**src/common/pwm_timer_pkg.sv**
```systemverilog
// Purpose: Shared constants for the 8-bit auto-reload PWM timer.
// Assumes: 32-bit APB register window, one aligned word per register.
// Notes: Narrow registers sit in the low byte; upper bits read as zero.
package pwm_timer_pkg;
  localparam int CNT_W     = 8;
  localparam int PRESC_W   = 7;
  localparam int DIV_W     = 3;
  localparam int NUM_PWM   = 4;
  localparam int NUM_CAP   = 2;
  localparam int ADDR_W    = 12;
  localparam int DATA_W    = 32;
  localparam int SYNC_FILL = 3;

  localparam logic [ADDR_W-1:0] OFF_CTRL_STATUS  = 12'h000;
  localparam logic [ADDR_W-1:0] OFF_COUNTER      = 12'h004;
  localparam logic [ADDR_W-1:0] OFF_RELOAD       = 12'h008;
  localparam logic [ADDR_W-1:0] OFF_OUTPUT_CTRL  = 12'h00C;
  localparam logic [ADDR_W-1:0] OFF_DUTY0        = 12'h010;
  localparam logic [ADDR_W-1:0] OFF_CAPTURE_CTRL = 12'h020;
  localparam logic [ADDR_W-1:0] OFF_CAPTURE0     = 12'h024;
  localparam logic [ADDR_W-1:0] REG_STRIDE       = 12'h004;

  localparam int CS_EXT_CLK = 7;
  localparam int CS_DIV_LSB = 4;
  localparam int CS_RUN     = 3;
  localparam int CS_FORCE   = 2;
  localparam int CS_OIE     = 1;
  localparam int CS_OVF     = 0;
  localparam int OC_OE_LSB  = 4;
  localparam int OC_POL_LSB = 0;
  localparam int CC_FLAG_LSB = 0;
  localparam int CC_IE_LSB   = 2;
  localparam int CC_EDGE_LSB = 4;

  localparam logic [CNT_W-1:0] RST_CTRL_STATUS  = 8'h00;
  localparam logic [CNT_W-1:0] RST_COUNTER      = 8'h00;
  localparam logic [CNT_W-1:0] RST_RELOAD       = 8'h00;
  localparam logic [CNT_W-1:0] RST_OUTPUT_CTRL  = 8'h00;
  localparam logic [CNT_W-1:0] RST_DUTY         = 8'h00;
  localparam logic [CNT_W-1:0] RST_CAPTURE_CTRL = 8'h00;
  localparam logic [CNT_W-1:0] CNT_MAX          = 8'hFF;
endpackage

```
**src/hdl/art_prescaler.sv**
```systemverilog
// Purpose: Input clock select and 7-bit power-of-two prescaler.
// Assumes: External clock pin is asynchronous; sampled by two flops.
// Notes: An event is a rising edge of the synchronised pin.
module art_prescaler #(
  parameter int PRESC_W = pwm_timer_pkg::PRESC_W,
  parameter int DIV_W   = pwm_timer_pkg::DIV_W
) (
  input  wire logic               clk,
  input  wire logic               rst,
  input  wire logic               external_clock_pin,
  input  wire logic               external_clock_select,
  input  wire logic               counter_run_enable,
  input  wire logic               halt_mode,
  input  wire logic [DIV_W-1:0]   clock_divide_select,
  input  wire logic               clear,
  output      logic               count_tick,
  output      logic [PRESC_W-1:0] presc_value
);
  logic               ext_meta_reg;
  logic               ext_sync_reg;
  logic               ext_prev_reg;
  logic [PRESC_W-1:0] presc_reg;
  logic               in_tick;
  logic               active;

  function automatic logic [PRESC_W-1:0] tap_mask(input logic [DIV_W-1:0] sel);
    tap_mask = PRESC_W'((1 << sel) - 1);
  endfunction

  always_ff @(posedge clk or posedge rst) begin
    if (rst) begin
      ext_meta_reg <= 1'b0;
      ext_sync_reg <= 1'b0;
      ext_prev_reg <= 1'b0;
    end else begin
      ext_meta_reg <= external_clock_pin;
      ext_sync_reg <= ext_meta_reg;
      ext_prev_reg <= ext_sync_reg;
    end
  end

  assign in_tick = external_clock_select ? (ext_sync_reg & ~ext_prev_reg) : 1'b1;
  // Halt freezes counting on either source, so no stray increments
  assign active  = counter_run_enable & ~halt_mode;

  always_ff @(posedge clk or posedge rst) begin
    if (rst) begin
      presc_reg <= '0;
    end else if (clear) begin
      presc_reg <= '0;
    end else if (active && in_tick) begin
      presc_reg <= PRESC_W'(presc_reg + 1'b1);
    end
  end

  // Tap n fires once per 2^n input events
  assign count_tick = active & in_tick & ~clear &
                      ((presc_reg & tap_mask(clock_divide_select)) ==
                       tap_mask(clock_divide_select));
  assign presc_value = presc_reg;
endmodule

```
**src/hdl/art_capture.sv**
```systemverilog
// Purpose: One input capture channel with edge select and lock.
// Assumes: Pin is asynchronous; read_clear is a one-cycle pulse.
// Notes: Edges are ignored until the synchroniser has filled.
module art_capture #(
  parameter int CNT_W = pwm_timer_pkg::CNT_W
) (
  input  wire logic             clk,
  input  wire logic             rst,
  input  wire logic             capture_input_pin,
  input  wire logic             rising_select,
  input  wire logic [CNT_W-1:0] counter,
  input  wire logic             read_clear,
  output      logic [CNT_W-1:0] capture_value,
  output      logic             capture_flag
);
  logic                                 meta_reg;
  logic                                 sync_reg;
  logic                                 prev_reg;
  logic [pwm_timer_pkg::SYNC_FILL-1:0]  fill_reg;
  logic                                 edge_hit;
  logic [CNT_W-1:0]                     value_reg;
  logic                                 flag_reg;

  always_ff @(posedge clk or posedge rst) begin
    if (rst) begin
      meta_reg <= 1'b0;
      sync_reg <= 1'b0;
      prev_reg <= 1'b0;
      fill_reg <= '0;
    end else begin
      meta_reg <= capture_input_pin;
      sync_reg <= meta_reg;
      prev_reg <= sync_reg;
      fill_reg <= {fill_reg[pwm_timer_pkg::SYNC_FILL-2:0], 1'b1};
    end
  end

  // Reset value of the chain must not look like an edge
  assign edge_hit = fill_reg[pwm_timer_pkg::SYNC_FILL-1] &
                    (rising_select ? (sync_reg & ~prev_reg) : (~sync_reg & prev_reg));

  always_ff @(posedge clk or posedge rst) begin
    if (rst) begin
      value_reg <= '0;
      flag_reg  <= 1'b0;
    end else if (edge_hit && (!flag_reg || read_clear)) begin
      value_reg <= counter;
      flag_reg  <= 1'b1;
    end else if (read_clear) begin
      flag_reg  <= 1'b0;
    end
  end

  assign capture_value = value_reg;
  assign capture_flag  = flag_reg;
endmodule

```
**src/hdl/pwm_autoreload_timer.sv**
```systemverilog
// Purpose: 8-bit auto-reload timer, four PWM channels, two captures, APB slave.
// Assumes: APB3 without wait states; pins asynchronous to clk.
// Notes: Read data is registered in the setup phase.
module pwm_autoreload_timer #(
  parameter int NUM_PWM = pwm_timer_pkg::NUM_PWM,
  parameter int NUM_CAP = pwm_timer_pkg::NUM_CAP
) (
  input  wire logic                              clk,
  input  wire logic                              rst,
  input  wire logic                              psel,
  input  wire logic                              penable,
  input  wire logic                              pwrite,
  input  wire logic [pwm_timer_pkg::ADDR_W-1:0]  paddr,
  input  wire logic [pwm_timer_pkg::DATA_W-1:0]  pwdata,
  output      logic [pwm_timer_pkg::DATA_W-1:0]  prdata,
  output      logic                              pready,
  output      logic                              pslverr,
  input  wire logic                              external_clock_pin,
  input  wire logic [NUM_CAP-1:0]                capture_input_pin,
  input  wire logic                              halt_mode,
  output      logic [NUM_PWM-1:0]                pwm_output_pin,
  output      logic [NUM_PWM-1:0]                pwm_output_en,
  output      logic                              overflow_irq,
  output      logic [NUM_CAP-1:0]                capture_irq,
  output      logic                              wake_req
);
  localparam int CW = pwm_timer_pkg::CNT_W;
  localparam int AW = pwm_timer_pkg::ADDR_W;
  localparam int DW = pwm_timer_pkg::DATA_W;

  logic                         ext_sel_reg;
  logic [pwm_timer_pkg::DIV_W-1:0] div_sel_reg;
  logic                         run_reg;
  logic                         oie_reg;
  logic                         ovf_flag_reg;
  logic [CW-1:0]                counter_reg;
  logic [CW-1:0]                reload_value_reg;
  logic [CW-1:0]                output_ctrl_reg;
  logic [NUM_PWM-1:0][CW-1:0]   duty_cycle_reg;
  logic [NUM_PWM-1:0][CW-1:0]   compare_shadow_reg;
  logic [NUM_PWM-1:0]           pwm_level_reg;
  logic [NUM_CAP-1:0]           cap_ie_reg;
  logic [NUM_CAP-1:0]           cap_edge_reg;
  logic [DW-1:0]                prdata_reg;
  logic                         ovf_seen_reg;
  logic [NUM_CAP-1:0]           cap_seen_reg;

  logic                         setup;
  logic                         wr;
  logic                         rd;
  logic                         wr_ctrl;
  logic                         wr_counter;
  logic                         force_load;
  logic                         sw_load;
  logic                         count_tick;
  logic                         overflow;
  logic [pwm_timer_pkg::PRESC_W-1:0] presc_value;
  logic [NUM_CAP-1:0][CW-1:0]   cap_value;
  logic [NUM_CAP-1:0]           cap_flag;
  logic [NUM_CAP-1:0]           cap_read;
  logic [CW-1:0]                rd_value;
  logic [NUM_PWM-1:0]           polarity;

  function automatic logic [AW-1:0] duty_addr(input int idx);
    duty_addr = pwm_timer_pkg::OFF_DUTY0 + AW'(idx) * pwm_timer_pkg::REG_STRIDE;
  endfunction

  function automatic logic [AW-1:0] cap_addr(input int idx);
    cap_addr = pwm_timer_pkg::OFF_CAPTURE0 + AW'(idx) * pwm_timer_pkg::REG_STRIDE;
  endfunction

  function automatic logic addr_known(input logic [AW-1:0] a);
    addr_known = (a == pwm_timer_pkg::OFF_CTRL_STATUS) ||
                 (a == pwm_timer_pkg::OFF_COUNTER) ||
                 (a == pwm_timer_pkg::OFF_RELOAD) ||
                 (a == pwm_timer_pkg::OFF_OUTPUT_CTRL) ||
                 (a == pwm_timer_pkg::OFF_CAPTURE_CTRL);
    for (int i = 0; i < NUM_PWM; i++) begin
      if (a == duty_addr(i)) begin
        addr_known = 1'b1;
      end
    end
    for (int i = 0; i < NUM_CAP; i++) begin
      if (a == cap_addr(i)) begin
        addr_known = 1'b1;
      end
    end
  endfunction

  // Bus decode; every access completes in its first access cycle
  assign setup      = psel & ~penable;
  assign wr         = psel & penable & pwrite;
  assign rd         = psel & penable & ~pwrite;
  assign wr_ctrl    = wr && (paddr == pwm_timer_pkg::OFF_CTRL_STATUS);
  assign wr_counter = wr && (paddr == pwm_timer_pkg::OFF_COUNTER);
  assign force_load = wr_ctrl & pwdata[pwm_timer_pkg::CS_FORCE] &
                      pwdata[pwm_timer_pkg::CS_RUN];
  assign sw_load    = force_load | wr_counter;
  assign pready     = 1'b1;
  assign pslverr    = psel & penable & ~addr_known(paddr);
  assign prdata     = prdata_reg;

  art_prescaler u_prescaler (
    .clk                   (clk),
    .rst                   (rst),
    .external_clock_pin    (external_clock_pin),
    .external_clock_select (ext_sel_reg),
    .counter_run_enable    (run_reg),
    .halt_mode             (halt_mode),
    .clock_divide_select   (div_sel_reg),
    .clear                 (sw_load),
    .count_tick            (count_tick),
    .presc_value           (presc_value)
  );

  // Software loads suppress the tick, so overflow never races a write
  assign overflow = count_tick && (counter_reg == pwm_timer_pkg::CNT_MAX);

  always_ff @(posedge clk or posedge rst) begin
    if (rst) begin
      ext_sel_reg <= pwm_timer_pkg::RST_CTRL_STATUS[pwm_timer_pkg::CS_EXT_CLK];
      div_sel_reg <= pwm_timer_pkg::RST_CTRL_STATUS[pwm_timer_pkg::CS_DIV_LSB +:
                                                    pwm_timer_pkg::DIV_W];
      run_reg     <= pwm_timer_pkg::RST_CTRL_STATUS[pwm_timer_pkg::CS_RUN];
      oie_reg     <= pwm_timer_pkg::RST_CTRL_STATUS[pwm_timer_pkg::CS_OIE];
    end else if (wr_ctrl) begin
      ext_sel_reg <= pwdata[pwm_timer_pkg::CS_EXT_CLK];
      div_sel_reg <= pwdata[pwm_timer_pkg::CS_DIV_LSB +: pwm_timer_pkg::DIV_W];
      run_reg     <= pwdata[pwm_timer_pkg::CS_RUN];
      oie_reg     <= pwdata[pwm_timer_pkg::CS_OIE];
    end
  end

  always_ff @(posedge clk or posedge rst) begin
    if (rst) begin
      counter_reg <= pwm_timer_pkg::RST_COUNTER;
    end else if (wr_counter) begin
      counter_reg <= pwdata[CW-1:0];
    end else if (force_load || overflow) begin
      counter_reg <= reload_value_reg;
    end else if (count_tick) begin
      counter_reg <= CW'(counter_reg + 1'b1);
    end
  end

  // Flag clears only if the read actually returned it set, so a late set is kept
  always_ff @(posedge clk or posedge rst) begin
    if (rst) begin
      ovf_flag_reg <= pwm_timer_pkg::RST_CTRL_STATUS[pwm_timer_pkg::CS_OVF];
    end else if (overflow) begin
      ovf_flag_reg <= 1'b1;
    end else if (rd && paddr == pwm_timer_pkg::OFF_CTRL_STATUS && ovf_seen_reg) begin
      ovf_flag_reg <= 1'b0;
    end
  end

  assign overflow_irq = ovf_flag_reg & oie_reg;

  always_ff @(posedge clk or posedge rst) begin
    if (rst) begin
      reload_value_reg <= pwm_timer_pkg::RST_RELOAD;
      output_ctrl_reg  <= pwm_timer_pkg::RST_OUTPUT_CTRL;
      cap_ie_reg       <= pwm_timer_pkg::RST_CAPTURE_CTRL[pwm_timer_pkg::CC_IE_LSB +: NUM_CAP];
      cap_edge_reg     <= pwm_timer_pkg::RST_CAPTURE_CTRL[pwm_timer_pkg::CC_EDGE_LSB +: NUM_CAP];
    end else begin
      if (wr && paddr == pwm_timer_pkg::OFF_RELOAD) begin
        reload_value_reg <= pwdata[CW-1:0];
      end
      if (wr && paddr == pwm_timer_pkg::OFF_OUTPUT_CTRL) begin
        output_ctrl_reg <= pwdata[CW-1:0];
      end
      if (wr && paddr == pwm_timer_pkg::OFF_CAPTURE_CTRL) begin
        cap_ie_reg   <= pwdata[pwm_timer_pkg::CC_IE_LSB +: NUM_CAP];
        cap_edge_reg <= pwdata[pwm_timer_pkg::CC_EDGE_LSB +: NUM_CAP];
      end
    end
  end

  always_ff @(posedge clk or posedge rst) begin
    if (rst) begin
      for (int i = 0; i < NUM_PWM; i++) begin
        duty_cycle_reg[i] <= pwm_timer_pkg::RST_DUTY;
      end
    end else begin
      for (int i = 0; i < NUM_PWM; i++) begin
        if (wr && paddr == duty_addr(i)) begin
          duty_cycle_reg[i] <= pwdata[CW-1:0];
        end
      end
    end
  end

  // Shadow copy keeps a mid-period duty change from glitching the output
  always_ff @(posedge clk or posedge rst) begin
    if (rst) begin
      compare_shadow_reg <= '0;
    end else if (overflow) begin
      compare_shadow_reg <= duty_cycle_reg;
    end
  end

  // Raw level is high while counter is at or below compare; overflow has priority
  always_ff @(posedge clk or posedge rst) begin
    if (rst) begin
      pwm_level_reg <= '1;
    end else begin
      for (int i = 0; i < NUM_PWM; i++) begin
        if (overflow) begin
          pwm_level_reg[i] <= 1'b1;
        end else if (count_tick && !sw_load && counter_reg == compare_shadow_reg[i]) begin
          pwm_level_reg[i] <= 1'b0;
        end
      end
    end
  end

  // Polarity acts combinationally so a change shows at once
  assign polarity       = output_ctrl_reg[pwm_timer_pkg::OC_POL_LSB +: NUM_PWM];
  assign pwm_output_en  = output_ctrl_reg[pwm_timer_pkg::OC_OE_LSB +: NUM_PWM];
  assign pwm_output_pin = pwm_output_en & (pwm_level_reg ^ polarity);

  for (genvar c = 0; c < NUM_CAP; c++) begin : g_cap
    art_capture u_capture (
      .clk               (clk),
      .rst               (rst),
      .capture_input_pin (capture_input_pin[c]),
      .rising_select     (cap_edge_reg[c]),
      .counter           (counter_reg),
      .read_clear        (cap_read[c]),
      .capture_value     (cap_value[c]),
      .capture_flag      (cap_flag[c])
    );
    assign cap_read[c] = rd && (paddr == cap_addr(c)) && cap_seen_reg[c];
  end

  assign capture_irq = cap_flag & cap_ie_reg;
  // Capture logic runs in halt, so it can still wake the core
  assign wake_req    = |capture_irq;

  always_comb begin
    rd_value = '0;
    case (paddr)
      pwm_timer_pkg::OFF_CTRL_STATUS: begin
        rd_value[pwm_timer_pkg::CS_EXT_CLK] = ext_sel_reg;
        rd_value[pwm_timer_pkg::CS_DIV_LSB +: pwm_timer_pkg::DIV_W] = div_sel_reg;
        rd_value[pwm_timer_pkg::CS_RUN] = run_reg;
        rd_value[pwm_timer_pkg::CS_FORCE] = 1'b0;
        rd_value[pwm_timer_pkg::CS_OIE] = oie_reg;
        rd_value[pwm_timer_pkg::CS_OVF] = ovf_flag_reg;
      end
      pwm_timer_pkg::OFF_COUNTER:     rd_value = counter_reg;
      pwm_timer_pkg::OFF_RELOAD:      rd_value = reload_value_reg;
      pwm_timer_pkg::OFF_OUTPUT_CTRL: rd_value = output_ctrl_reg;
      pwm_timer_pkg::OFF_CAPTURE_CTRL: begin
        rd_value[pwm_timer_pkg::CC_FLAG_LSB +: NUM_CAP] = cap_flag;
        rd_value[pwm_timer_pkg::CC_IE_LSB +: NUM_CAP]   = cap_ie_reg;
        rd_value[pwm_timer_pkg::CC_EDGE_LSB +: NUM_CAP] = cap_edge_reg;
      end
      default: rd_value = '0;
    endcase
    for (int i = 0; i < NUM_PWM; i++) begin
      if (paddr == duty_addr(i)) begin
        rd_value = duty_cycle_reg[i];
      end
    end
    for (int i = 0; i < NUM_CAP; i++) begin
      if (paddr == cap_addr(i)) begin
        rd_value = cap_value[i];
      end
    end
  end

  // Snapshot taken in setup; the flags seen here decide what a read may clear
  always_ff @(posedge clk or posedge rst) begin
    if (rst) begin
      prdata_reg   <= '0;
      ovf_seen_reg <= 1'b0;
      cap_seen_reg <= '0;
    end else if (setup) begin
      prdata_reg   <= {{(DW-CW){1'b0}}, rd_value};
      ovf_seen_reg <= ovf_flag_reg;
      cap_seen_reg <= cap_flag;
    end
  end
endmodule

```
**config.mk**
```make
export PLATFORM = sky130hd
export DESIGN_NAME = pwm_autoreload_timer
export DESIGN_NICKNAME = d
export VERILOG_FILES = /design/src/common/pwm_timer_pkg.sv /design/src/hdl/art_prescaler.sv /design/src/hdl/art_capture.sv /design/src/hdl/pwm_autoreload_timer.sv
export SDC_FILE = /design/constraint.sdc
export NUM_CORES = 1
export LEC_CHECK = 0
export BUFFER_PORTS_ARGS = -buffer_cell sky130_fd_sc_hd__buf_2
export CAP_MARGIN = 25
export CORE_MARGIN = 5
export CORE_UTILIZATION = 50
export CTS_CLUSTER_SIZE = 28
export DETAILED_ROUTE_END_ITERATION = 8
export PLACE_DENSITY = 0.69
export SYNTH_ARGS = -nofsm -noshare
export SYNTH_HDL_FRONTEND = slang
export SYNTH_SLANG_ARGS = --single-unit
```
**constraint.sdc**
```tcl
create_clock -name clk -period 6.07 [get_ports clk]
set_input_delay 0.607 -clock clk [delete_from_list [all_inputs] [get_ports clk]]
set_output_delay 0.607 -clock clk [all_outputs]
set_load 0.01 [all_outputs]
```
# --- After elaboration in Yosys (flattened, before gate mapping) ---
# Cells that the tools add are included.
totals:
  wordCells: 176
  inputBits: 53
  register_bits: 154
classes:
  n_eq_ne: 16
  addsub: 3
  n_reduce_logical: 45
  bitwise_logic: 34
  muxes: 36
  shifts: 1
op_table:
  columns: ["cell", "n"]
  rows:
  - ["$mux 8", 9]
  - ["$eq 12x5->1 const B", 4]
  - ["$eq 12x6->1 const B", 3]
  - ["$eq 8x8->1", 4]
  - ["$pmux 6 s5", 1]
  - ["$eq 12x4->1 const B", 2]
  - ["$logic_and 1x1->1", 24]
  - ["$mux 1", 23]
  - ["$and 1x1->1", 19]
  - ["$reduce_bool 2->1", 8]
  - ["$mux 7", 2]
  - ["$eq 12x3->1 const B", 1]
  - ["$logic_not 12->1", 1]
  - ["$not 1->1", 10]
  - ["$add 8x1->8 const B", 1]
  - ["$eq 8x8->1 const B", 1]
  - ["$pmux 2 s4", 1]
  - ["$add 7x1->7 const B", 1]
  - ["$and 7x7->7", 1]
  - ["$eq 7x7->1", 1]
  - ["$logic_or 1x1->1", 7]
  - ["$shl 1x3->7 const A", 1]
  - ["$sub 7x2->7 const B", 1]
  - ["$and 4x4->4", 1]
  - ["6 further kinds", 8]

# --- Longest topological paths before layout ---
logic_depth:
  ltp_word: 13
  ltp_mapped: 13
  mapped_depth_nobuf: 9

# --- Hierarchy ---
# A second synthesis with hierarchy kept.
hier_totals:
  hier_cells: 705
  hier_area_um2: 8105.3
by_module_without_submodules:
  columns: ["mod", "area_each_um2", "cells_each", "instances"]
  rows:
  - ["pwm_autoreload_timer", 6417.4, 594, 1]
  - ["art_capture", 554.3, 30, 2]
  - ["art_prescaler", 579.3, 51, 1]

# --- Least setup slack after synthesis ---
# Ideal clock, no wire load.
synth_timing:
  path_type: "flip-flop to flip-flop"
  startpoint: "register div_sel_reg[2] (netlist name)"
  endpoint: "register compare_shadow_reg[0] (netlist name)"
  period_less_slack_ps: 3199
  n_path_buf: 4
  arrival_ps: 3074
  t_required_ps: 5945
  path_stages_with_launch: 13
  setup_time_ps: 125
  setup_slack_ps: 2871
  path_cell_list: "dfrtp_1 > buf_4 > or3_1 > ha_1 > nor4b_4 > a2111oi_4 > nand4_2 > or2_1 > buf_6 > or3_4 > buf_6 > buf_6 > mux2_4"
synth_between:
  elab_chain_len: 6
synth_lines:
  columns: ["element", "line", "source"]
  rows:
  - ["start, declared", "pwm_autoreload_timer.sv:32", "logic [pwm_timer_pkg::DIV_W-1:0] div_sel_reg;"]
  - ["start signal, assigned", "pwm_autoreload_timer.sv:122", "div_sel_reg <= pwm_timer_pkg::RST_CTRL_STATUS[pwm_timer_pkg::CS_DIV_LSB +:"]
  - ["start signal, assigned", "pwm_autoreload_timer.sv:128", "div_sel_reg <= pwdata[pwm_timer_pkg::CS_DIV_LSB +: pwm_timer_pkg::DIV_W];"]
  - ["$shl 1x3->7 *", "art_prescaler.sv:27", "tap_mask = PRESC_W'((1 << sel) - 1);"]
  - ["$sub 7x2->7 *", "art_prescaler.sv:27", null]
  - ["$and 7x7->7", "art_prescaler.sv:58", "((presc_reg & tap_mask(clock_divide_select)) =="]
  - ["$eq 7x7->1 *", "art_prescaler.sv:58", null]
  - ["$and 1x1->1 *", "art_prescaler.sv:57", "assign count_tick = active & in_tick & ~clear &"]
  - ["$logic_and 1x1->1 *", "pwm_autoreload_timer.sv:117", "assign overflow = count_tick && (counter_reg == pwm_timer_pkg::CNT_MAX);"]
  - ["end signal, assigned", "pwm_autoreload_timer.sv:198", "compare_shadow_reg <= duty_cycle_reg;"]
  - ["end, declared", "pwm_autoreload_timer.sv:40", "logic [NUM_PWM-1:0][CW-1:0] compare_shadow_reg;"]
# Mark *: on every way between the ends. The rest lies on a longest branch, timed or not.
# A chain may end at the register's enable or synchronous reset.

# --- Final worst setup path ---
layout_timing:
  startpoint: "register div_sel_reg[2] (netlist name)"
  endpoint: "register compare_shadow_reg[18] (netlist name)"
# Same word-level chain as after synthesis.

==> qor.yml <==
cts:
  cts_tree: "done"
  cts_hold_buf: 0
  clock_latency_ns: 0.43
  cts_resized: 0
  postCtsSetupRepairBufs: 0
  cts.sinks: 151
  numCtsBuffers: 17
  path_clk_slew_ns: 0.07
  cts_max_level: 4
  clock_tree.root_cell: "clkbuf_16"
  cts_buffer_depth: 2
drt:
  vias: 5799
  drt_iter0_drc: 646
  wl_met1_um: 9678
  wl_per_cell_um: 22.84
  drc: 0
  route.met2.wl_um: 10940
  ant_nets: 0
  top_layer: "met4"
  dr.pass1.iters: 5
  wirelength_um: 22320
  met3WireLength_um: 1133
  vias_per_cell: 5.936
placed_design:
  hpwl_um: 15560
  io_buffers: 49
  place_ws_ns: 2.206
  gp_congestion: 0.9359
logic_synthesis:
  yosysSeqAreaShare: 0.4721
  synth_area_leaders: "dfrtp_1, mux2_2, mux2_4"
  synth_edf_count: 0
  synthArstFlopShare: 1.000
  yosys.area_share.adder: 0.004684
  yosys-top-cells-count: "dfrtp_1, mux2_2, nand2_1, o21ai_0, xnor2_1"
  syn_area_mm2: 0.008014
  syn_area_per_cell_um2: 11.13
  yosysTopAreaCell: "dfrtp_1"
  synth_compound_area_frac: 0.1098
  syn_inst: 720
  ys_types: 69
  synth_top_family_by_area: "multiplexers"
  yosys_warnings: 0
  synthXorXnorAreaFrac: 0.05355
  synth_top_area_share: 0.4590
  synth_most_common_cell: "dfrtp_1"
  synth_top_flop_cell: "dfrtp_1"
  synth.mux.area_fraction: 0.1770
  synth-simple-area-share: 0.1260
  ys_seq_elements: 151
floorplanning:
  die-area_mm2: 0.01866
  coreArea_mm2: 0.01583
  die_w_um: 136.6
  std_cell_rows: 46
  die_y_um: 136.6
  io_pins: 99
  start_util: 0.5063
critical_path:
  critPathRequiredTime_ns: 6.37
  end_kind: "flop"
  cp-start-kind: "flop"
  crit_arrival_ns: 4.23
  path_class: "reg -> reg"
  crit_fanout: 37
pwr:
  p_per_area_mw_per_mm2: 249.1
  peakVddDrop_mv: 0.1746
  power_leakage_nw: 4.135
sta:
  whs_ns: 0.2802
  max_freq_mhz: 254.6
  worst_pin_slew_ns: 1.052
  skew_ns: 0.01254
  drv_slew: 0
  setup_violations: 0
  worst_slack_ns: 2.142
  rsz0062_at_grt: "false"
  finalSetupTns_ns: 0
  slew_headroom: 0.2932
  finalCriticalPeriod_ns: 3.928
  hold_viol_final: 0
  finalCritPeriodShare: 0.6472
job:
  maxCapViolCount: 0
grt:
  grt_pass1_vias: 5792
  grt_pass1_wl_um: 34420
  grt_overflow_total: 0
  grt_usage: 0.2488
  antenna_found_initial: 0
  grt_max_degree: 91
worst_hold_path:
  hold_path.class: "in -> reg"
finish:
  fin_nets: 804
  area_growth_pct: 10.05
  antennaDiodeCount: 0
  final_core_util: 0.5572
  drive_gt1_frac: 0.2786
run_status:
  status: "finished, final reports clean"
-- routing by layer --
layer  vias up  global-route usage
met2       210              0.4074
met4         0             0.09183
li1       2575                   -
met3        38             0.04007
met1      2976              0.3346
met5         -                   0
-- cell type report --
cell class	instances	area, µm²
clock inverters	13	146.4
flip-flops and latches	151	3784
repair buffers	53	272.8
multi-input cells	518	3872
inverters	7	31.28
well taps	216	270.3
fillers	1345	7008
clock buffers	19	442.9
-- power by group --
part / internal [mW] / switching [mW] / total (mW) / leakage (nW)
sequential: 1.02 / 0.00931 / 1.03 / 2.02
combinational: 0.0302 / 0.0879 / 0.118 / 1.84
clock: 0.620 / 0.431 / 1.05 / 0.273
-- stage by stage --
step | area [µm²] | total power, mW | instances
2_1_floorplan | 8104 | 1.125 | 744
3_3_place_gp | 8218 | 1.160 | 943
3_5_place_dp | 8230 | 1.163 | 945
4_1_cts | 8820 | 2.207 | 977
5_1_grt | 8820 | 2.262 | 977
6_report | 8820 | 2.197 | 977
-- logic make-up (layout without fill, tap and decap cells) --
group / count (synthesis) / count (layout)
simple gates: 194 / 194
flops: 151 / 151
compound gates: 127 / 127
mux: 119 / 119
buf+inv: 75 / 92
xor+xnor: 49 / 49
fa+ha+maj: 3 / 3
other cells: 2 / 26
-- worst max-delay path, cell delays in order, from the launching register on --
cell and delay, ns:
dfrtp_1 0.52, or3_1 0.44, ha_1 0.30, or4b_2 0.65, a31oi_2 0.36, or2_1 0.43, or3_4 0.64, mux2_2 0.41
-- final timing paths --
| check | slack (ns) | from | cells past startpoint | end |
|---|---|---|---|---|
| min in group asynchronous | 0.32 | rst | 2 | duty_cycle_reg[13]$_DFFE_PP0P_ |
| worst max register to register | 2.14 | div_sel_reg[2]$_DFFE_PP0N_ | 7 | compare_shadow_reg[18]$_DFFE_PP0P_ |
| worst max-delay path | 2.14 | div_sel_reg[2]$_DFFE_PP0N_ | 7 | compare_shadow_reg[18]$_DFFE_PP0P_ |
| worst min-delay path | 0.28 | external_clock_pin | 1 | u_prescaler.ext_meta_reg$_DFF_PP0_ |
| worst min register to register | 0.35 | g_cap[1].u_capture.fill_reg[0]$_DFF_PP0_ | 0 | g_cap[1].u_capture.fill_reg[1]$_DFF_PP0_ |
| max in group asynchronous | 4.43 | rst | 3 | g_cap[1].u_capture.capture_value[7]$_DFFE_PP0P_ |
-- layout by cell type (no fill, tap or decap), drive strengths merged, types with 19 or more instances in the layout --
master / n
dfrtp: 147
xnor2: 38
buf: 53
mux2: 107
nor2: 33
o21ai: 41
clkbuf: 19
a21oi: 25
nand2: 64
conb: 26
No activity file was read; power rests on OpenSTA's default activity.
